--- src/ddw_pkg.sv ---
// Purpose: shared types and constants for the dual converter write controller
// Assumes: one 25 MHz system clock
// Notes: pin timing counts are in system clock cycles
package ddw_pkg;
  // ----------------------------------------
  // timing
  // ----------------------------------------
  localparam int unsigned CLK_PERIOD_NS = 40;
  localparam int unsigned SETUP_NS = 80;
  localparam int unsigned PULSE_NS = 120;
  localparam int unsigned HOLD_NS = 40;
  localparam int unsigned SETUP_CYC = (SETUP_NS + CLK_PERIOD_NS - 1) / CLK_PERIOD_NS;
  localparam int unsigned PULSE_CYC = (PULSE_NS + CLK_PERIOD_NS - 1) / CLK_PERIOD_NS;
  localparam int unsigned HOLD_CYC = (HOLD_NS + CLK_PERIOD_NS - 1) / CLK_PERIOD_NS;
  localparam int unsigned CODE_W = 8;
  // ----------------------------------------
  // write styles and channel masks
  // ----------------------------------------
  localparam logic [1:0] MODE_STROBE = 2'h0;
  localparam logic [1:0] MODE_SELECT_ONLY = 2'h1;
  localparam logic [1:0] MODE_TIED = 2'h2;
  localparam logic [1:0] CH_FIRST = 2'h1;
  localparam logic [1:0] CH_SECOND = 2'h2;
  localparam logic [1:0] CH_BOTH = 2'h3;
  // ----------------------------------------
  // carriers
  // ----------------------------------------
  typedef struct packed {
    logic [1:0] mode;
    logic [1:0] chans;
    logic [CODE_W-1:0] code;
  } ddw_req_t;
  typedef struct packed {
    logic load_strobe_n;
    logic select_first_channel_n;
    logic select_second_channel_n;
    logic [CODE_W-1:0] input_code_bits;
  } ddw_pins_t;
  typedef enum logic [1:0] {ST_IDLE, ST_SETUP, ST_PULSE, ST_HOLD} ddw_state_t;
endpackage : ddw_pkg

--- src/ddw_host.sv ---
// Purpose: host-side write controller driving a dual 8-bit converter latch port
// Assumes: converter latches are transparent while strobe and select are low
// Notes: one request makes one write cycle; no read-back exists
// Notes on behaviour
// - each channel written through its own select
// - strobe may stay low, select latches
// - both selects low loads both channels
// - strobe tied to select, one pulse
`timescale 1ns/1ps
`default_nettype none
module ddw_host (
  input wire logic sys_clk_i,
  input wire logic sys_rst_i,
  input wire logic req_valid_i,
  input wire ddw_pkg::ddw_req_t req_i,
  output logic req_ready_o,
  output logic done_o,
  output var ddw_pkg::ddw_pins_t pins_o
);
  import ddw_pkg::*;

  // ----------------------------------------
  // sequencer
  // ----------------------------------------
  ddw_state_t state;
  ddw_state_t next_state;
  ddw_req_t cur;
  logic [3:0] cnt;
  ddw_pins_t next_pins;
  logic next_done;

  wire cnt_end = (cnt == 4'h0);
  wire take = (state == ST_IDLE) && req_valid_i;
  wire active = (state == ST_PULSE);
  wire strobe_low = (cur.mode == MODE_SELECT_ONLY) ? 1'b1 : active;
  wire sel1_low = active && cur.chans[0];
  wire sel2_low = active && cur.chans[1];
  assign req_ready_o = (state == ST_IDLE);

  function automatic logic [3:0] cyc(input int unsigned n);
    cyc = 4'(n - 1);
  endfunction : cyc

  always_comb begin
    next_state = state;
    case (state)
      ST_IDLE: begin
        if (take) begin
          next_state = ST_SETUP;
        end
      end
      ST_SETUP: begin
        if (cnt_end) begin
          next_state = ST_PULSE;
        end
      end
      ST_PULSE: begin
        if (cnt_end) begin
          next_state = ST_HOLD;
        end
      end
      ST_HOLD: begin
        if (cnt_end) begin
          next_state = ST_IDLE;
        end
      end
      default: begin
        next_state = ST_IDLE;
      end
    endcase
  end

  always_comb begin
    next_pins.input_code_bits = cur.code;
    // tied style drives strobe and select as one pulse
    next_pins.load_strobe_n = ~strobe_low;
    next_pins.select_first_channel_n = ~sel1_low;
    next_pins.select_second_channel_n = ~sel2_low;
    next_done = (state == ST_HOLD) && cnt_end;
  end

  always_ff @(posedge sys_clk_i or posedge sys_rst_i) begin
    if (sys_rst_i) begin
      state <= ST_IDLE;
      cnt <= 4'h0;
      cur <= '0;
    end else begin
      state <= next_state;
      if (take) begin
        cur <= req_i;
        cnt <= cyc(SETUP_CYC);
      end else if (state == ST_SETUP && cnt_end) begin
        cnt <= cyc(PULSE_CYC);
      end else if (state == ST_PULSE && cnt_end) begin
        cnt <= cyc(HOLD_CYC);
      end else if (!cnt_end) begin
        cnt <= cnt - 4'h1;
      end
    end
  end

  always_ff @(posedge sys_clk_i or posedge sys_rst_i) begin
    if (sys_rst_i) begin
      pins_o <= '{load_strobe_n: 1'b1, select_first_channel_n: 1'b1,
                  select_second_channel_n: 1'b1, input_code_bits: '0};
      done_o <= 1'b0;
    end else begin
      pins_o <= next_pins;
      done_o <= next_done;
    end
  end

  // ----------------------------------------
  // checks
  // ----------------------------------------
  logic [3:0] low_run;
  always_ff @(posedge sys_clk_i or posedge sys_rst_i) begin
    if (sys_rst_i) begin
      low_run <= 4'h0;
    end else if (!pins_o.select_first_channel_n || !pins_o.select_second_channel_n) begin
      low_run <= low_run + 4'h1;
    end else begin
      low_run <= 4'h0;
    end
  end

  AST_SEL_PULSE_LEN: assert property (@(posedge sys_clk_i) disable iff (sys_rst_i)
    low_run <= 4'(PULSE_CYC))
    else $error("select held low too long");
  AST_DATA_STABLE: assert property (@(posedge sys_clk_i) disable iff (sys_rst_i)
    $rose(pins_o.select_first_channel_n) |-> $stable(pins_o.input_code_bits))
    else $error("data moved at latch edge");
  AST_FIRST_ONLY: assert property (@(posedge sys_clk_i) disable iff (sys_rst_i)
    take && req_i.chans == CH_FIRST |-> ##(SETUP_CYC + 2) !pins_o.select_first_channel_n
      && pins_o.select_second_channel_n)
    else $error("wrong select for first channel");
  AST_BOTH: assert property (@(posedge sys_clk_i) disable iff (sys_rst_i)
    take && req_i.chans == CH_BOTH |-> ##(SETUP_CYC + 2) !pins_o.select_first_channel_n
      && !pins_o.select_second_channel_n)
    else $error("both selects not low together");
  AST_STROBE_LOW: assert property (@(posedge sys_clk_i) disable iff (sys_rst_i)
    state != ST_IDLE && cur.mode == MODE_SELECT_ONLY |=> !pins_o.load_strobe_n)
    else $error("strobe not held low");
  AST_TIED: assert property (@(posedge sys_clk_i) disable iff (sys_rst_i)
    cur.mode == MODE_TIED && cur.chans == CH_SECOND && state != ST_IDLE
      |=> pins_o.load_strobe_n == pins_o.select_second_channel_n)
    else $error("tied strobe differs from select");
  AST_HOLD_IDLE: assert property (@(posedge sys_clk_i) disable iff (sys_rst_i)
    state == ST_IDLE && $past(state) == ST_IDLE |=> pins_o.select_first_channel_n
      && pins_o.select_second_channel_n)
    else $error("select low while idle");
  AST_DONE: assert property (@(posedge sys_clk_i) disable iff (sys_rst_i)
    take |-> ##(SETUP_CYC + PULSE_CYC + HOLD_CYC + 1) done_o)
    else $error("write cycle length wrong");
  AST_CODE: assert property (@(posedge sys_clk_i) disable iff (sys_rst_i)
    take |-> ##(SETUP_CYC + 1) pins_o.input_code_bits == $past(req_i.code, SETUP_CYC + 1))
    else $error("code bits wrong");

  // ----------------------------------------
  // handshake and pin shape checks
  // ----------------------------------------
  AST_SECOND_ONLY: assert property (@(posedge sys_clk_i) disable iff (sys_rst_i)
    take && req_i.chans == CH_SECOND |-> ##(SETUP_CYC + 2) pins_o.select_first_channel_n
      && !pins_o.select_second_channel_n)
    else $error("wrong select for second channel");
  AST_NO_CHAN: assert property (@(posedge sys_clk_i) disable iff (sys_rst_i)
    take && req_i.chans == 2'h0 |-> ##(SETUP_CYC + 2) pins_o.select_first_channel_n
      && pins_o.select_second_channel_n)
    else $error("select low with no channel asked");
  AST_OPEN_FIRST: assert property (@(posedge sys_clk_i) disable iff (sys_rst_i)
    !pins_o.select_first_channel_n |-> !pins_o.load_strobe_n)
    else $error("first select low without strobe");
  AST_OPEN_SECOND: assert property (@(posedge sys_clk_i) disable iff (sys_rst_i)
    !pins_o.select_second_channel_n |-> !pins_o.load_strobe_n)
    else $error("second select low without strobe");
  AST_CODE_STEADY: assert property (@(posedge sys_clk_i) disable iff (sys_rst_i)
    !pins_o.select_first_channel_n || !pins_o.select_second_channel_n
      |-> $stable(pins_o.input_code_bits))
    else $error("code moved while a latch is open");
  AST_STABLE_SECOND: assert property (@(posedge sys_clk_i) disable iff (sys_rst_i)
    $rose(pins_o.select_second_channel_n) |-> $stable(pins_o.input_code_bits))
    else $error("data moved at second latch edge");
  AST_PULSE_FIRST: assert property (@(posedge sys_clk_i) disable iff (sys_rst_i)
    $rose(pins_o.select_first_channel_n) |-> low_run == 4'(PULSE_CYC))
    else $error("first select pulse length wrong");
  AST_PULSE_SECOND: assert property (@(posedge sys_clk_i) disable iff (sys_rst_i)
    $rose(pins_o.select_second_channel_n) |-> low_run == 4'(PULSE_CYC))
    else $error("second select pulse length wrong");
  AST_CLOSE_FIRST: assert property (@(posedge sys_clk_i) disable iff (sys_rst_i)
    cur.mode != MODE_SELECT_ONLY && $rose(pins_o.select_first_channel_n)
      |-> $rose(pins_o.load_strobe_n))
    else $error("strobe and first select rise apart");
  AST_CLOSE_SECOND: assert property (@(posedge sys_clk_i) disable iff (sys_rst_i)
    cur.mode != MODE_SELECT_ONLY && $rose(pins_o.select_second_channel_n)
      |-> $rose(pins_o.load_strobe_n))
    else $error("strobe and second select rise apart");
  AST_READY_BUSY: assert property (@(posedge sys_clk_i) disable iff (sys_rst_i)
    take |=> !req_ready_o [*6] ##1 req_ready_o)
    else $error("ready wrong during write cycle");
  AST_DONE_ONCE: assert property (@(posedge sys_clk_i) disable iff (sys_rst_i)
    done_o |=> !done_o)
    else $error("done longer than one cycle");
  AST_STROBE_IDLE: assert property (@(posedge sys_clk_i) disable iff (sys_rst_i)
    state == ST_IDLE && cur.mode != MODE_SELECT_ONLY |=> pins_o.load_strobe_n)
    else $error("strobe low while idle");
  AST_SELONLY_IDLE: assert property (@(posedge sys_clk_i) disable iff (sys_rst_i)
    state == ST_IDLE && cur.mode == MODE_SELECT_ONLY
      |=> !pins_o.load_strobe_n)
    else $error("strobe released in select only style");

  COV_FIRST: cover property (@(posedge sys_clk_i) take && req_i.chans == CH_FIRST);
  COV_BOTH: cover property (@(posedge sys_clk_i) take && req_i.chans == CH_BOTH);
  COV_SELONLY: cover property (@(posedge sys_clk_i) take && req_i.mode == MODE_SELECT_ONLY);
  COV_B2B: cover property (@(posedge sys_clk_i) done_o ##1 take);
  COV_TIED: cover property (@(posedge sys_clk_i) take && req_i.mode == MODE_TIED);
endmodule : ddw_host
`default_nettype wire

--- config.mk ---
export PLATFORM = sky130hd
export DESIGN_NAME = ddw_host
export DESIGN_NICKNAME = d
export VERILOG_FILES = /design/src/ddw_pkg.sv /design/src/ddw_host.sv
export SDC_FILE = /design/constraint.sdc
export NUM_CORES = 1
export LEC_CHECK = 0
export BUFFER_PORTS_ARGS = -buffer_cell sky130_fd_sc_hd__buf_2
export CAP_MARGIN = 20
export CORE_MARGIN = 2
export CORE_UTILIZATION = 46
export DETAILED_ROUTE_END_ITERATION = 16
export PLACE_DENSITY_LB_ADDON = 0.05
export SLEW_MARGIN = 20
export SYNTH_ARGS = -nofsm -noshare
export SYNTH_HDL_FRONTEND = slang
export SYNTH_SLANG_ARGS = --single-unit
--- constraint.sdc ---
create_clock -name sys_clk_i -period 1.52 [get_ports sys_clk_i]
set_clock_uncertainty 0.2 [all_clocks]
set_input_delay 0.304 -clock sys_clk_i [delete_from_list [all_inputs] [get_ports sys_clk_i]]
set_output_delay 0.304 -clock sys_clk_i [all_outputs]
set_load 0.01 [all_outputs]
# Yosys cells after proc, flatten, opt, wreduce, memory -nomap -nowiden
# Index checks and enable logic that the tools add are counted.
[totals]
regBits = 30
latchBits = 0
ram_bits = 0
rom_bits = 0
inputBits = 15
out_inout_bits = 13
memories = 0
[op_classes]
add_sub_neg = 1
mul = 0
div = 0
magnitude_cmp = 0
n_eq_ne = 9
shifts = 0
n_mux = 10
n_bitwise = 3
reduce_logical = 9
[ops]
columns = ["cell", "count"]
rows = [
  ["$mux W4", 4],
  ["$mux W2", 4],
  ["$pmux W2 S4", 1],
  ["$logic_and A1 B1 Y1", 6],
  ["$ne A2 B2 Y1 const B", 3],
  ["$eq A2 B1 Y1 const B", 2],
  ["$eq A2 B2 Y1 const B", 2],
  ["$logic_not A4 Y1", 1],
  ["$ne A4 B1 Y1 const B", 1],
  ["$reduce_and A4 Y1", 1],
  ["$sub A4 B1 Y4 const B", 1],
  ["$not A1 Y1", 3],
  ["$logic_not A2 Y1", 1],
  ["$ne A2 B1 Y1 const B", 1],
  ["$mux W1", 1],
]

# Logic depth before layout (Yosys ltp)
# Gate-level depths: netlist (run 1).
[logic_depth]
depth_word = 5
depth_mapped = 5
ltp_nobuf = 5

# Least setup slack after synthesis (run 1)
# No wires, ideal clock.
[synth_path]
path_kind = "reg-to-reg"
startpoint = "register state[0]"
endpoint = "register cur[0] (netlist name)"
arrival_ns = 1.423
required_ns = 1.195
path_slack_ns = -0.228
stages_incl_launch_ff = 6
path_buffers = 1
period_less_slack_ns = 1.748
cell_sequence = "dfrtp_1 inv_1 ha_1 nand2_1 buf_2 mux2_2"
[synth_via]
elab_chain_cells = 2
[synth_lines]
columns = ["element", "line", "text"]
rows = [
  ["from (decl)", "ddw_host.sv:25", "ddw_state_t state;"],
  ["from (signal assigned)", "ddw_host.sv:88", "state <= next_state;"],
  ["$logic_not A2 Y1", "--", ""],
  ["net req_ready_o", "ddw_host.sv:16", "output logic req_ready_o,"],
  ["$logic_and A1 B1 Y1", "ddw_host.sv:33", "wire take = (state == ST_IDLE) && req_valid_i;"],
  ["to (signal assigned)", "ddw_host.sv:90", "cur <= req_i;"],
  ["to (decl)", "ddw_host.sv:27", "ddw_req_t cur;"],
]
# The timed path passes the listed nets, and every way through them passes these cells.
# A chain may end at the register's enable or synchronous reset.

# Final worst setup path (run 1)
[layout_path]
startpoint = "register state[1]"
endpoint = "register state[1]"
[layout_via]
elab_chain_cells = 4
elab_cells_between_ends = 11
[layout_lines]
columns = ["element", "line"]
rows = [
  ["$logic_not A2 Y1", "ddw_host.sv:33, ddw_host.sv:46"],
  ["$logic_and A1 B1 Y1", "ddw_host.sv:33"],
  ["$ne A2 B1 Y1 (no line)", "--"],
  ["$reduce_and A4 Y1 (no line)", "--"],
]
# Parallel ways exist; a longest one is shown, timed or not.

==> out/results.ini, run 1 <==
[synthesis]
synth-async-reset-ratio_pct=100
synth.most_common_cell=dfrtp_1
syn_area_mm2=0.00118
synth_area_leaders=dfrtp_1 57%, mux2_2 11%, ha_1 7.4%, dfstp_2 6.7%, inv_1 2.5%
synth-seq-cells=30
yosys.area.top_type=dfrtp_1
synth_nets=104
synthCells=82
synth_common_cells=27 x dfrtp_1, 12 x mux2_2, 8 x inv_1
ys_types=21
synth_top_flop_cell=dfrtp_1
yosys_warnings=0
syn_area_per_cell_um2=14.4
seq_area_frac_synth_pct=63.8
synth_edf_count=0
synth_top_area_share_pct=57.1

[die]
dieArea_mm2=0.00299
core-area_mm2=0.00245
initial_core_util_pct=48.2
io_pins=28
die_h_um=54.7
die_w_um=54.7
rows=18

[global_routing]
grtUsageTotal_pct=17.3
antenna_found_initial=0
grt_pass1_wl_um=3420
busiest_layer=met2
overflow=0
grt_pass1_vias=788
use_met2_pct=28.0
grt_start_max_net_pins=31
use_met3_pct=8.47
met1_usage_pct=19.5

[critical_path]
path_class=reg -> reg
r2r_slack_ns=-0.14
crit_path_end_kind=flip-flop
crit_end=state[1]
cp_slowest_cell=dfrtp_1
timing.rr.end=state[1]
required_ns=1.52
worstSetupStartpoint=state[1]
r2r-start=state[1]
critical_path.max_stage_delay_ns=0.41
crit_fanout=3
cp.arrival_ns=1.66
start_kind=flip-flop
path_cells=buf_4 > ha_2 > nor3_2 > o22ai_2 > mux2_4
rr_worst_depth=5

[clock_network]
root_buffer=clkbuf_4
ctsHtreeMaxLevel=2
numCtsBuffers=5
cts_sinks=30
cts_tree=built
cts_buffer_depth=2
clk_pin_slew_ns=0.10
clkLatencyLatePin_ns=0.31

[place]
hpwl_um=1370
port_buffers=27
gp_congestion=0.707
dp_cells=152
dp_slack_ns=-0.122

[sta]
fin_crit_ns=1.66
worst_slew_pin_slew_ns=0.367
max_freq_ghz=0.603
final_max_slew_viol_count=0
rsz0062_at_grt=yes
setup-violations-final=17
whs_ns=0.0202
setup_ws_ns=-0.138
slew_headroom_pct=75.5
layout_worst_path_cycle_share_pct=109
hold_violations=0

[cells_and_area]
synthToLayoutAreaGrowth_pct=47.9
diodes=0
drive_gt1_share_pct=65.1
nNetsFinal=167
stdcell_count=176

[drt]
drtIter0Drc=7
vias=828
dr.pass1.iters=3
ant_nets=0
viasPerCell=4.70
routedWlPerCell_um=13.6
wirelength_um=2390
drcViolationCount=0

[pwr]
ir_drop_uv=1410
p_leak_uw=0.000858
power.density_mw_per_mm2=2270

[outcome]
status=complete, but fails checks
violations=setup timing

[worst_hold_path]
hp-class=in -> reg
hp-start=req_i[1]

[run]
drv_cap=0

-- cell type report --
cell class / instances / area (µm²)
Sequential cell: 30 / 754
Fill cell: 180 / 706
Multi-Input combinational cell: 43 / 453
Timing Repair Buffer: 57 / 389
Clock buffer: 7 / 55.1
Tap cell: 30 / 37.5
Clock inverter: 1 / 30.0
Inverter: 8 / 30.0
-- how the worst min path moves through the flow --
stage                      to  slack, ns  depth (start not counted)
floorplan           pins_o[0]       0.15                          0
global placement    pins_o[5]       0.16                          0
detailed placement  pins_o[2]       0.16                          0
CTS                    cur[3]      0.004                          2
global route           cur[1]      0.005                          2
finish                 cur[1]       0.02                          2
-- through the flow --
stage	power (µW)	utilization, %	cell area, µm²	setup TNS [ns]
after CTS	3770	67.6	1660	-0.859
after detailed placement	2860	59.7	1470	-1.71
final	3970	71.3	1750	-0.811
after global routing	4260	71.3	1750	-1.99
after floorplan	2260	-	1190	-0.669
after global placement	2810	59.7	1470	-1.35
-- worst max-delay path: cells and delay by family (launching register included) --
| kind | cells | cell delay (ns) |
|---|---|---|
| multiplexers | 1 | 0.31 |
| buffers and inverters | 1 | 0.15 |
| adder cells (fa/ha/maj) | 1 | 0.18 |
| AND/OR/NAND/NOR | 1 | 0.20 |
| flip-flops | 1 | 0.41 |
| AO/OA/AOI/OAI | 1 | 0.10 |
-- timing repair --
action                     CTS  global route
pin swaps                    6             2
setup buffers                7             6
hold endpoints to repair    27             2
gates resized for setup     14             5
hold buffers                 1             2
setup endpoints to repair   18            18
cloned                       0             0
-- registers in the layout, indices dropped and copies added (netlist names) --
signal,flops
cnt,4
state,2
done_o,1
cur,12
pins_o,11
-- layout by cell type (no fill, tap or decap), drive strengths merged --
cell type / count
nor3b: 2
dfstp: 3
and2: 1
o211ai: 1
mux2: 13
o22ai: 1
nor2: 3
o21a: 1
dfrtp: 27
nand2: 3
ha: 7
dlygate4sd3: 3
nand3: 1
mux2i: 2
buf: 54
a221oi: 1
nor2b: 2
inv: 8
bufinv: 1
clkbuf: 7
nor3: 2
a21oi: 3
-- cells by family (layout without fill, tap and decap cells) --
group                    Yosys count  count (layout)  share of synthesized area (%)
flip-flops                        30              30                           63.8
multiplexers                      15              15                           14.4
AND/OR/NAND/NOR                   14              14                           7.09
buffers and inverters              9              73                           2.96
adder cells (fa/ha/maj)            7               7                           7.41
AO/OA/AOI/OAI                      7               7                           4.34
-- per-layer routing --
layer  share of wire, %  vias up
met5                  0        -
met2                 54       26
met1                 39      398
met4               0.88        0
li1                   -      400
met3                6.3        4
-- power by group --
group,switching [µW],internal (µW)
combinational,803,1130
clock,256,393
sequential,179,1210
Power figures use the tool's default switching activity.
==> inputs of run 2 (changes only) <==
--- a/config.mk
+++ b/config.mk
@@ -5,10 +5,10 @@
 export SDC_FILE = /design/constraint.sdc
 export NUM_CORES = 1
 export LEC_CHECK = 0
+export ABC_AREA = 1
 export BUFFER_PORTS_ARGS = -buffer_cell sky130_fd_sc_hd__buf_2
 export CAP_MARGIN = 20
-export CORE_MARGIN = 2
-export CORE_UTILIZATION = 46
+export CORE_UTILIZATION = 47
 export DETAILED_ROUTE_END_ITERATION = 16
 export PLACE_DENSITY_LB_ADDON = 0.05
 export SLEW_MARGIN = 20
==> out/results.ini, run 2 <==
[clock_network]
ctsHtreeMaxLevel=2  ; unchanged
clk_pin_slew_ns=0.10  ; about the same
cts_buffer_depth=2  ; unchanged
clkLatencyLatePin_ns=0.33  ; was 0.31 ns
root_buffer=clkbuf_4  ; unchanged
numCtsBuffers=5  ; unchanged
cts_sinks=30  ; unchanged
cts_tree=built  ; unchanged

[global_routing]
grt_pass1_vias=941  ; was 788
overflow=0  ; unchanged
grtUsageTotal_pct=21.5  ; was 17.3%
grt_start_max_net_pins=14  ; was 31
antenna_found_initial=0  ; unchanged
grt_pass1_wl_um=4150  ; was 3420 µm

[cells_and_area]
final_common_cell=nand2_1  ; was dfrtp_1
final_cell_area_mm2=0.00183  ; was 0.00175 mm²
postLayoutCoreUtil_pct=73.0  ; was 71.3%
drive_gt1_share_pct=38.9  ; was 65.1%
fillers=171  ; was 180
largest-register=cur  ; unchanged
seq_area_um2=754  ; unchanged
nNetsFinal=211  ; was 167
synthToLayoutAreaGrowth_pct=46.3  ; was 47.9%
diodes=0  ; unchanged
multi_input_area_um2=510  ; was 453 µm²
largest_register_ff_count=12  ; unchanged
reg_top3=cur: 12 flops, pins_o: 11 flops, cnt: 4 flops  ; unchanged
final_cell_mix=50 x nand2_1, 27 x dfrtp_1, 26 x buf_2, 13 x dlygate4sd3_1, 12 x buf_4  ; was 27 x dfrtp_1, 26 x buf_2, 23 x buf_4, 12 x mux2_2
stdcell_count=220  ; was 176

[outcome]
status=complete, but fails checks  ; unchanged
violations=setup timing  ; unchanged

[pwr]
power.density_mw_per_mm2=2000  ; was 2270 mW/mm²
p_sw_share_pct=39.1  ; was 31.2%
pwr-share-seq_pct=37.0  ; was 35.0%
p_comb_share_pct=49.3  ; was 48.6%
p_int_uw=2230  ; was 2740 µW
p_leak_uw=0.000965  ; was 0.000858 µW
clockPowerShare_pct=13.7  ; was 16.3%
switchingPower_uw=1430  ; was 1240 µW
ir_drop_uv=1400  ; was 1410 µV

[die]
dieArea_mm2=0.00286  ; was 0.00299 mm²
rows=18  ; unchanged
die_w_um=53.5  ; was 54.7 µm
core-area_mm2=0.00250  ; was 0.00245 mm²
initial_core_util_pct=49.9  ; was 48.2%
io_pins=28  ; unchanged
die_h_um=53.5  ; was 54.7 µm

[sta]
final_max_slew_viol_count=0  ; unchanged
fin_crit_ns=1.58  ; was 1.66 ns
max_freq_ghz=0.632  ; was 0.603 GHz
setup-violations-final=3  ; was 17
worst_slew_pin_slew_ns=0.375  ; was 0.367 ns
hold_violations=0  ; unchanged
layout_worst_path_cycle_share_pct=104  ; was 109%
setup_ws_ns=-0.0634  ; was -0.138 ns
slew_headroom_pct=75.0  ; was 75.5%
rsz0062_at_grt=yes  ; unchanged
whs_ns=0.142  ; was 0.0202 ns

[synthesis]
synth_area_leaders=dfrtp_1 54%, nand2_1 15%, ha_1 7.0%, dfstp_2 6.3%, inv_1 3.6%  ; was dfrtp_1 57%, mux2_2 11%, ha_1 7.4%, dfstp_2 6.7%, inv_1 2.5%
synth-seq-cells=30  ; unchanged
synth.most_common_cell=nand2_1  ; was dfrtp_1
synthCells=129  ; was 82
synth_top_flop_cell=dfrtp_1  ; unchanged
synth-async-reset-ratio_pct=100  ; unchanged
synth_common_cells=51 x nand2_1, 27 x dfrtp_1, 12 x inv_1  ; was 27 x dfrtp_1, 12 x mux2_2, 8 x inv_1
yosys.area.top_type=dfrtp_1  ; unchanged
synth_nets=151  ; was 104
yosys_warnings=0  ; unchanged
seq_area_frac_synth_pct=60.5  ; was 63.8%
syn_area_mm2=0.00125  ; was 0.00118 mm²
synth_top_area_share_pct=54.2  ; was 57.1%
syn_area_per_cell_um2=9.67  ; was 14.4 µm²
ys_types=20  ; was 21
synth_edf_count=0  ; unchanged

[drt]
drcViolationCount=0  ; unchanged
ant_nets=0  ; unchanged
routedWlPerCell_um=12.3  ; was 13.6 µm
viasPerCell=4.59  ; was 4.70
dr.pass1.iters=4  ; was 3
wirelength_um=2700  ; was 2390 µm
drtIter0Drc=9  ; was 7
vias=1009  ; was 828

[worst_hold_path]
hp-class=in -> reg  ; unchanged
hp-start=req_valid_i  ; was req_i[1]

[place]
postPlaceCellArea_mm2=0.00149  ; was 0.00147 mm²
hpwl_um=1650  ; was 1370 µm
dp_cells=193  ; was 152
port_buffers=27  ; unchanged
dp_slack_ns=0.00927  ; was -0.122 ns
gp_congestion=0.815  ; was 0.707

[critical_path]
crit_path_end_kind=primary output  ; was flip-flop
crit_fanout=3  ; unchanged
cp.arrival_ns=1.08  ; was 1.66 ns
path_class=reg -> out  ; was reg -> reg
start_kind=flip-flop  ; unchanged
r2r-start=state[1]  ; unchanged
r2r_slack_ns=-0.03  ; was -0.14 ns
worstSetupStartpoint=state[0]  ; was state[1]
required_ns=1.02  ; was 1.52 ns

[run]
drv_cap=0  ; unchanged

==> run 2: logic make-up after synthesis <==
logic type | synth area share [%]
buf+inv | 4.61
simple gates | 23.7
flops | 60.5
xor+xnor | 0.702
fa+ha+maj | 7.02
compound gates | 3.51
==> run 2: through the flow <==
stage                     power (µW)  TNS (ns)
final                           3650    -0.119
after global placement          2680         0
after global routing            3950    -0.362
after CTS                       3440   -0.0579
after floorplan                 2250         0
after detailed placement        2730         0
==> run 2: layout make-up <==
class	instances	area share, %
sequential	30	41.3
multi-input combinational	84	28.0
timing repair buffer	55	22.3
clock buffer	6	2.81
inverter	13	2.81
tap	30	2.06
clock inverter	2	0.685
==> run 2: path summary, 6_finish.rpt <==
path | endpoint | cells after the start
worst max register to register | cnt[1] | 6
max in group asynchronous | pins_o[1] | 4
worst min register to register | pins_o[7] | 0
worst max-delay path | req_ready_o | 3
min in group asynchronous | cnt[3] | 3
worst min-delay path | state[0] | 4
==> run 2: repair_timing <==
action                                 CTS  global route
buffers inserted                         5             1
setup endpoints to repair                3            10
pin swaps                                3             5
resized for setup                        8            17
endpoints found under the hold margin   18             0
hold buffers                            13             0
==> run 2: worst max-delay path: stages (launching register included) <==
cell and delay [ns]:
dfrtp_1 0.40, inv_2 0.11, ha_4 0.15, buf_6 0.09
==> run 2: per-layer routing <==
metal / wire length, µm / global-route usage (%) / vias to the layer above
met5: 0 / 0 / -
met4: 59 / 10.5 / 0
met3: 92 / 8.05 / 6
met2: 1330 / 33.8 / 20
met1: 1220 / 25.6 / 467
li1: - / - / 516
==> run 2: power by group through the flow <==
stage | Combinational [µW] | Sequential, µW | Clock (µW)
after CTS | 1580 | 1350 | 513
after detailed placement | 1370 | 1370 | 0
final | 1800 | 1350 | 500
after floorplan | 835 | 1410 | 0
after global routing | 2000 | 1400 | 554
after global placement | 1330 | 1350 | 0
==> inputs of run 3 (changes only) <==
--- a/config.mk
+++ b/config.mk
@@ -11,6 +11,7 @@
 export CORE_UTILIZATION = 47
 export DETAILED_ROUTE_END_ITERATION = 16
 export PLACE_DENSITY_LB_ADDON = 0.05
+export REMOVE_ABC_BUFFERS = 1
 export SLEW_MARGIN = 20
 export SYNTH_ARGS = -nofsm -noshare
 export SYNTH_HDL_FRONTEND = slang
==> out/results.ini, run 3 (synthesis results as in run 2) <==
[outcome]
status=complete, but fails checks  ; unchanged
violations=setup timing  ; unchanged

[die]
rows=18  ; unchanged
die_w_um=53.5  ; unchanged
initial_core_util_pct=49.9  ; unchanged
io_pins=28  ; unchanged
dieArea_mm2=0.00286  ; unchanged
core-area_mm2=0.00250  ; unchanged
die_h_um=53.5  ; unchanged

[cells_and_area]
largest-register=cur  ; unchanged
largest_register_ff_count=12  ; unchanged
final_common_cell=nand2_1  ; unchanged
nNetsFinal=208  ; was 211
final_cell_mix=51 x nand2_1, 27 x dfrtp_1, 25 x buf_2, 13 x dlygate4sd3_1, 10 x buf_4  ; was 50 x nand2_1, 27 x dfrtp_1, 26 x buf_2, 13 x dlygate4sd3_1, 12 x buf_4
reg_top3=cur: 12 flops, pins_o: 11 flops, cnt: 4 flops  ; unchanged
postLayoutCoreUtil_pct=73.7  ; was 73.0%
diodes=0  ; unchanged
drive_gt1_share_pct=35.8  ; was 38.9%
synthToLayoutAreaGrowth_pct=47.6  ; was 46.3%
fillers=173  ; was 171
stdcell_count=217  ; was 220
final_cell_area_mm2=0.00184  ; was 0.00183 mm²

[critical_path]
required_ns=1.02  ; about the same
start_kind=flip-flop  ; unchanged
cp.arrival_ns=1.04  ; was 1.08 ns
r2r-start=state[0]  ; was state[1]
crit_fanout=2  ; was 3
crit_path_end_kind=primary output  ; unchanged
path_class=reg -> out  ; unchanged
worstSetupStartpoint=state[1]  ; was state[0]

[global_routing]
overflow=0  ; unchanged
grt_pass1_vias=898  ; was 941
grt_pass1_wl_um=3800  ; was 4150 µm
grt_start_max_net_pins=31  ; was 14
antenna_found_initial=0  ; unchanged
grtUsageTotal_pct=19.6  ; was 21.5%

[sta]
max_freq_ghz=0.650  ; was 0.632 GHz
setup-violations-final=2  ; was 3
fin_crit_ns=1.54  ; was 1.58 ns
slew_headroom_pct=85.2  ; was 75.0%
hold_violations=0  ; unchanged
final_max_slew_viol_count=0  ; unchanged
rsz0062_at_grt=yes  ; unchanged
setup_ws_ns=-0.0196  ; was -0.0634 ns
setup-tns-final_ns=-0.0264  ; was -0.119 ns
worst_slew_pin_slew_ns=0.221  ; was 0.375 ns
layout_worst_path_cycle_share_pct=101  ; was 104%

[clock_network]
ctsHtreeMaxLevel=2  ; unchanged
numCtsBuffers=5  ; unchanged
cts_buffer_depth=2  ; unchanged
root_buffer=clkbuf_4  ; unchanged
clk_pin_slew_ns=0.08  ; was 0.10 ns
clkLatencyLatePin_ns=0.32  ; was 0.33 ns
cts_tree=built  ; unchanged
cts_sinks=30  ; unchanged

[drt]
ant_nets=0  ; unchanged
dr.pass1.iters=4  ; unchanged
viasPerCell=4.72  ; was 4.59
drtIter0Drc=18  ; was 9
vias=1025  ; was 1009
wirelength_um=2550  ; was 2700 µm
routedWlPerCell_um=11.7  ; was 12.3 µm
drcViolationCount=0  ; unchanged

[place]
hpwl_um=1530  ; was 1650 µm
dp_cells=190  ; was 193
postPlaceCellArea_mm2=0.00147  ; was 0.00149 mm²
port_buffers=27  ; unchanged
gp_congestion=0.760  ; was 0.815

[pwr]
pwr-share-seq_pct=34.8  ; was 37.0%
p_int_uw=2510  ; was 2230 µW
p_comb_share_pct=43.9  ; was 49.3%
ir_drop_uv=1450  ; was 1400 µV
power.density_mw_per_mm2=2110  ; was 2000 mW/mm²
switchingPower_uw=1380  ; was 1430 µW
p_leak_uw=0.000974  ; was 0.000965 µW
p_sw_share_pct=35.4  ; was 39.1%
clockPowerShare_pct=21.3  ; was 13.7%

[worst_hold_path]
hp-class=in -> reg  ; unchanged
hp-start=req_valid_i  ; unchanged

[run]
drv_cap=0  ; unchanged

[run 3: changes by cell type in the layout (fill, tap and decap cells not counted), sizes merged]
cell      previous run  this run
clkinvlp             1         0
bufinv               0         2
buf                 42        39
clkinv               1         0
[run 3: repair_timing]
item	CTS	global route
endpoints found under the setup margin	4	20
resized for setup	6	14
hold buffers	13	0
pin swaps	3	7
endpoints found under the hold margin	40	0
setup buffers	4	2
[run 3: final timing paths]
kind	endpoint	slack, ns	cells past startpoint
max	req_ready_o	-0.02	3
min	state[1]	0.15	4
max reg2reg	cnt[1]	-0.01	7
min reg2reg	pins_o[8]	0.18	1
max in group asynchronous	pins_o[9]	0.54	4
min in group asynchronous	pins_o[7]	0.34	4
[run 3: area by class of cell]
type | instances | area, µm² | share of cell area [%]
Clock buffer | 6 | 51.3 | 2.79
Timing Repair Buffer | 52 | 384 | 20.9
Clock inverter | 2 | 60.1 | 3.26
Inverter | 13 | 48.8 | 2.65
Multi-Input combinational cell | 84 | 505 | 27.4
Tap cell | 30 | 37.5 | 2.04
Sequential cell | 30 | 754 | 41.0
[run 3: through the flow]
step,hold slack (ns),worst slack [ns],total power (µW)
after floorplan,0.154,-0.167,2230
after global placement,0.150,0.0291,2650
after detailed placement,0.150,-0.0199,2690
after CTS,0.0876,-0.0276,3700
after global routing,0.157,-0.0712,4210
final,0.154,-0.0196,3890
[run 3: power groups by stage]
stage | combinational (µW) | clock, µW | sequential (µW)
4_1_cts | 1500 | 856 | 1350
3_5_place_dp | 1320 | 0 | 1370
3_3_place_gp | 1290 | 0 | 1360
6_report | 1710 | 827 | 1350
5_1_grt | 1930 | 886 | 1390
2_1_floorplan | 823 | 0 | 1410
[run 3: layer usage]
layer / track usage [%] / routed length, µm / up-vias
met5: 0 / 0 / -
met4: 9.65 / 13 / 0
met3: 7.76 / 98 / 2
met2: 29.0 / 1280 / 24
met1: 24.9 / 1160 / 487
li1: - / - / 512
[run 3: worst max-delay path, stage by stage, from the launching register on]
cell,delay (ns)
dfrtp_1,0.40
inv_2,0.09
ha_4,0.14
buf_6,0.09
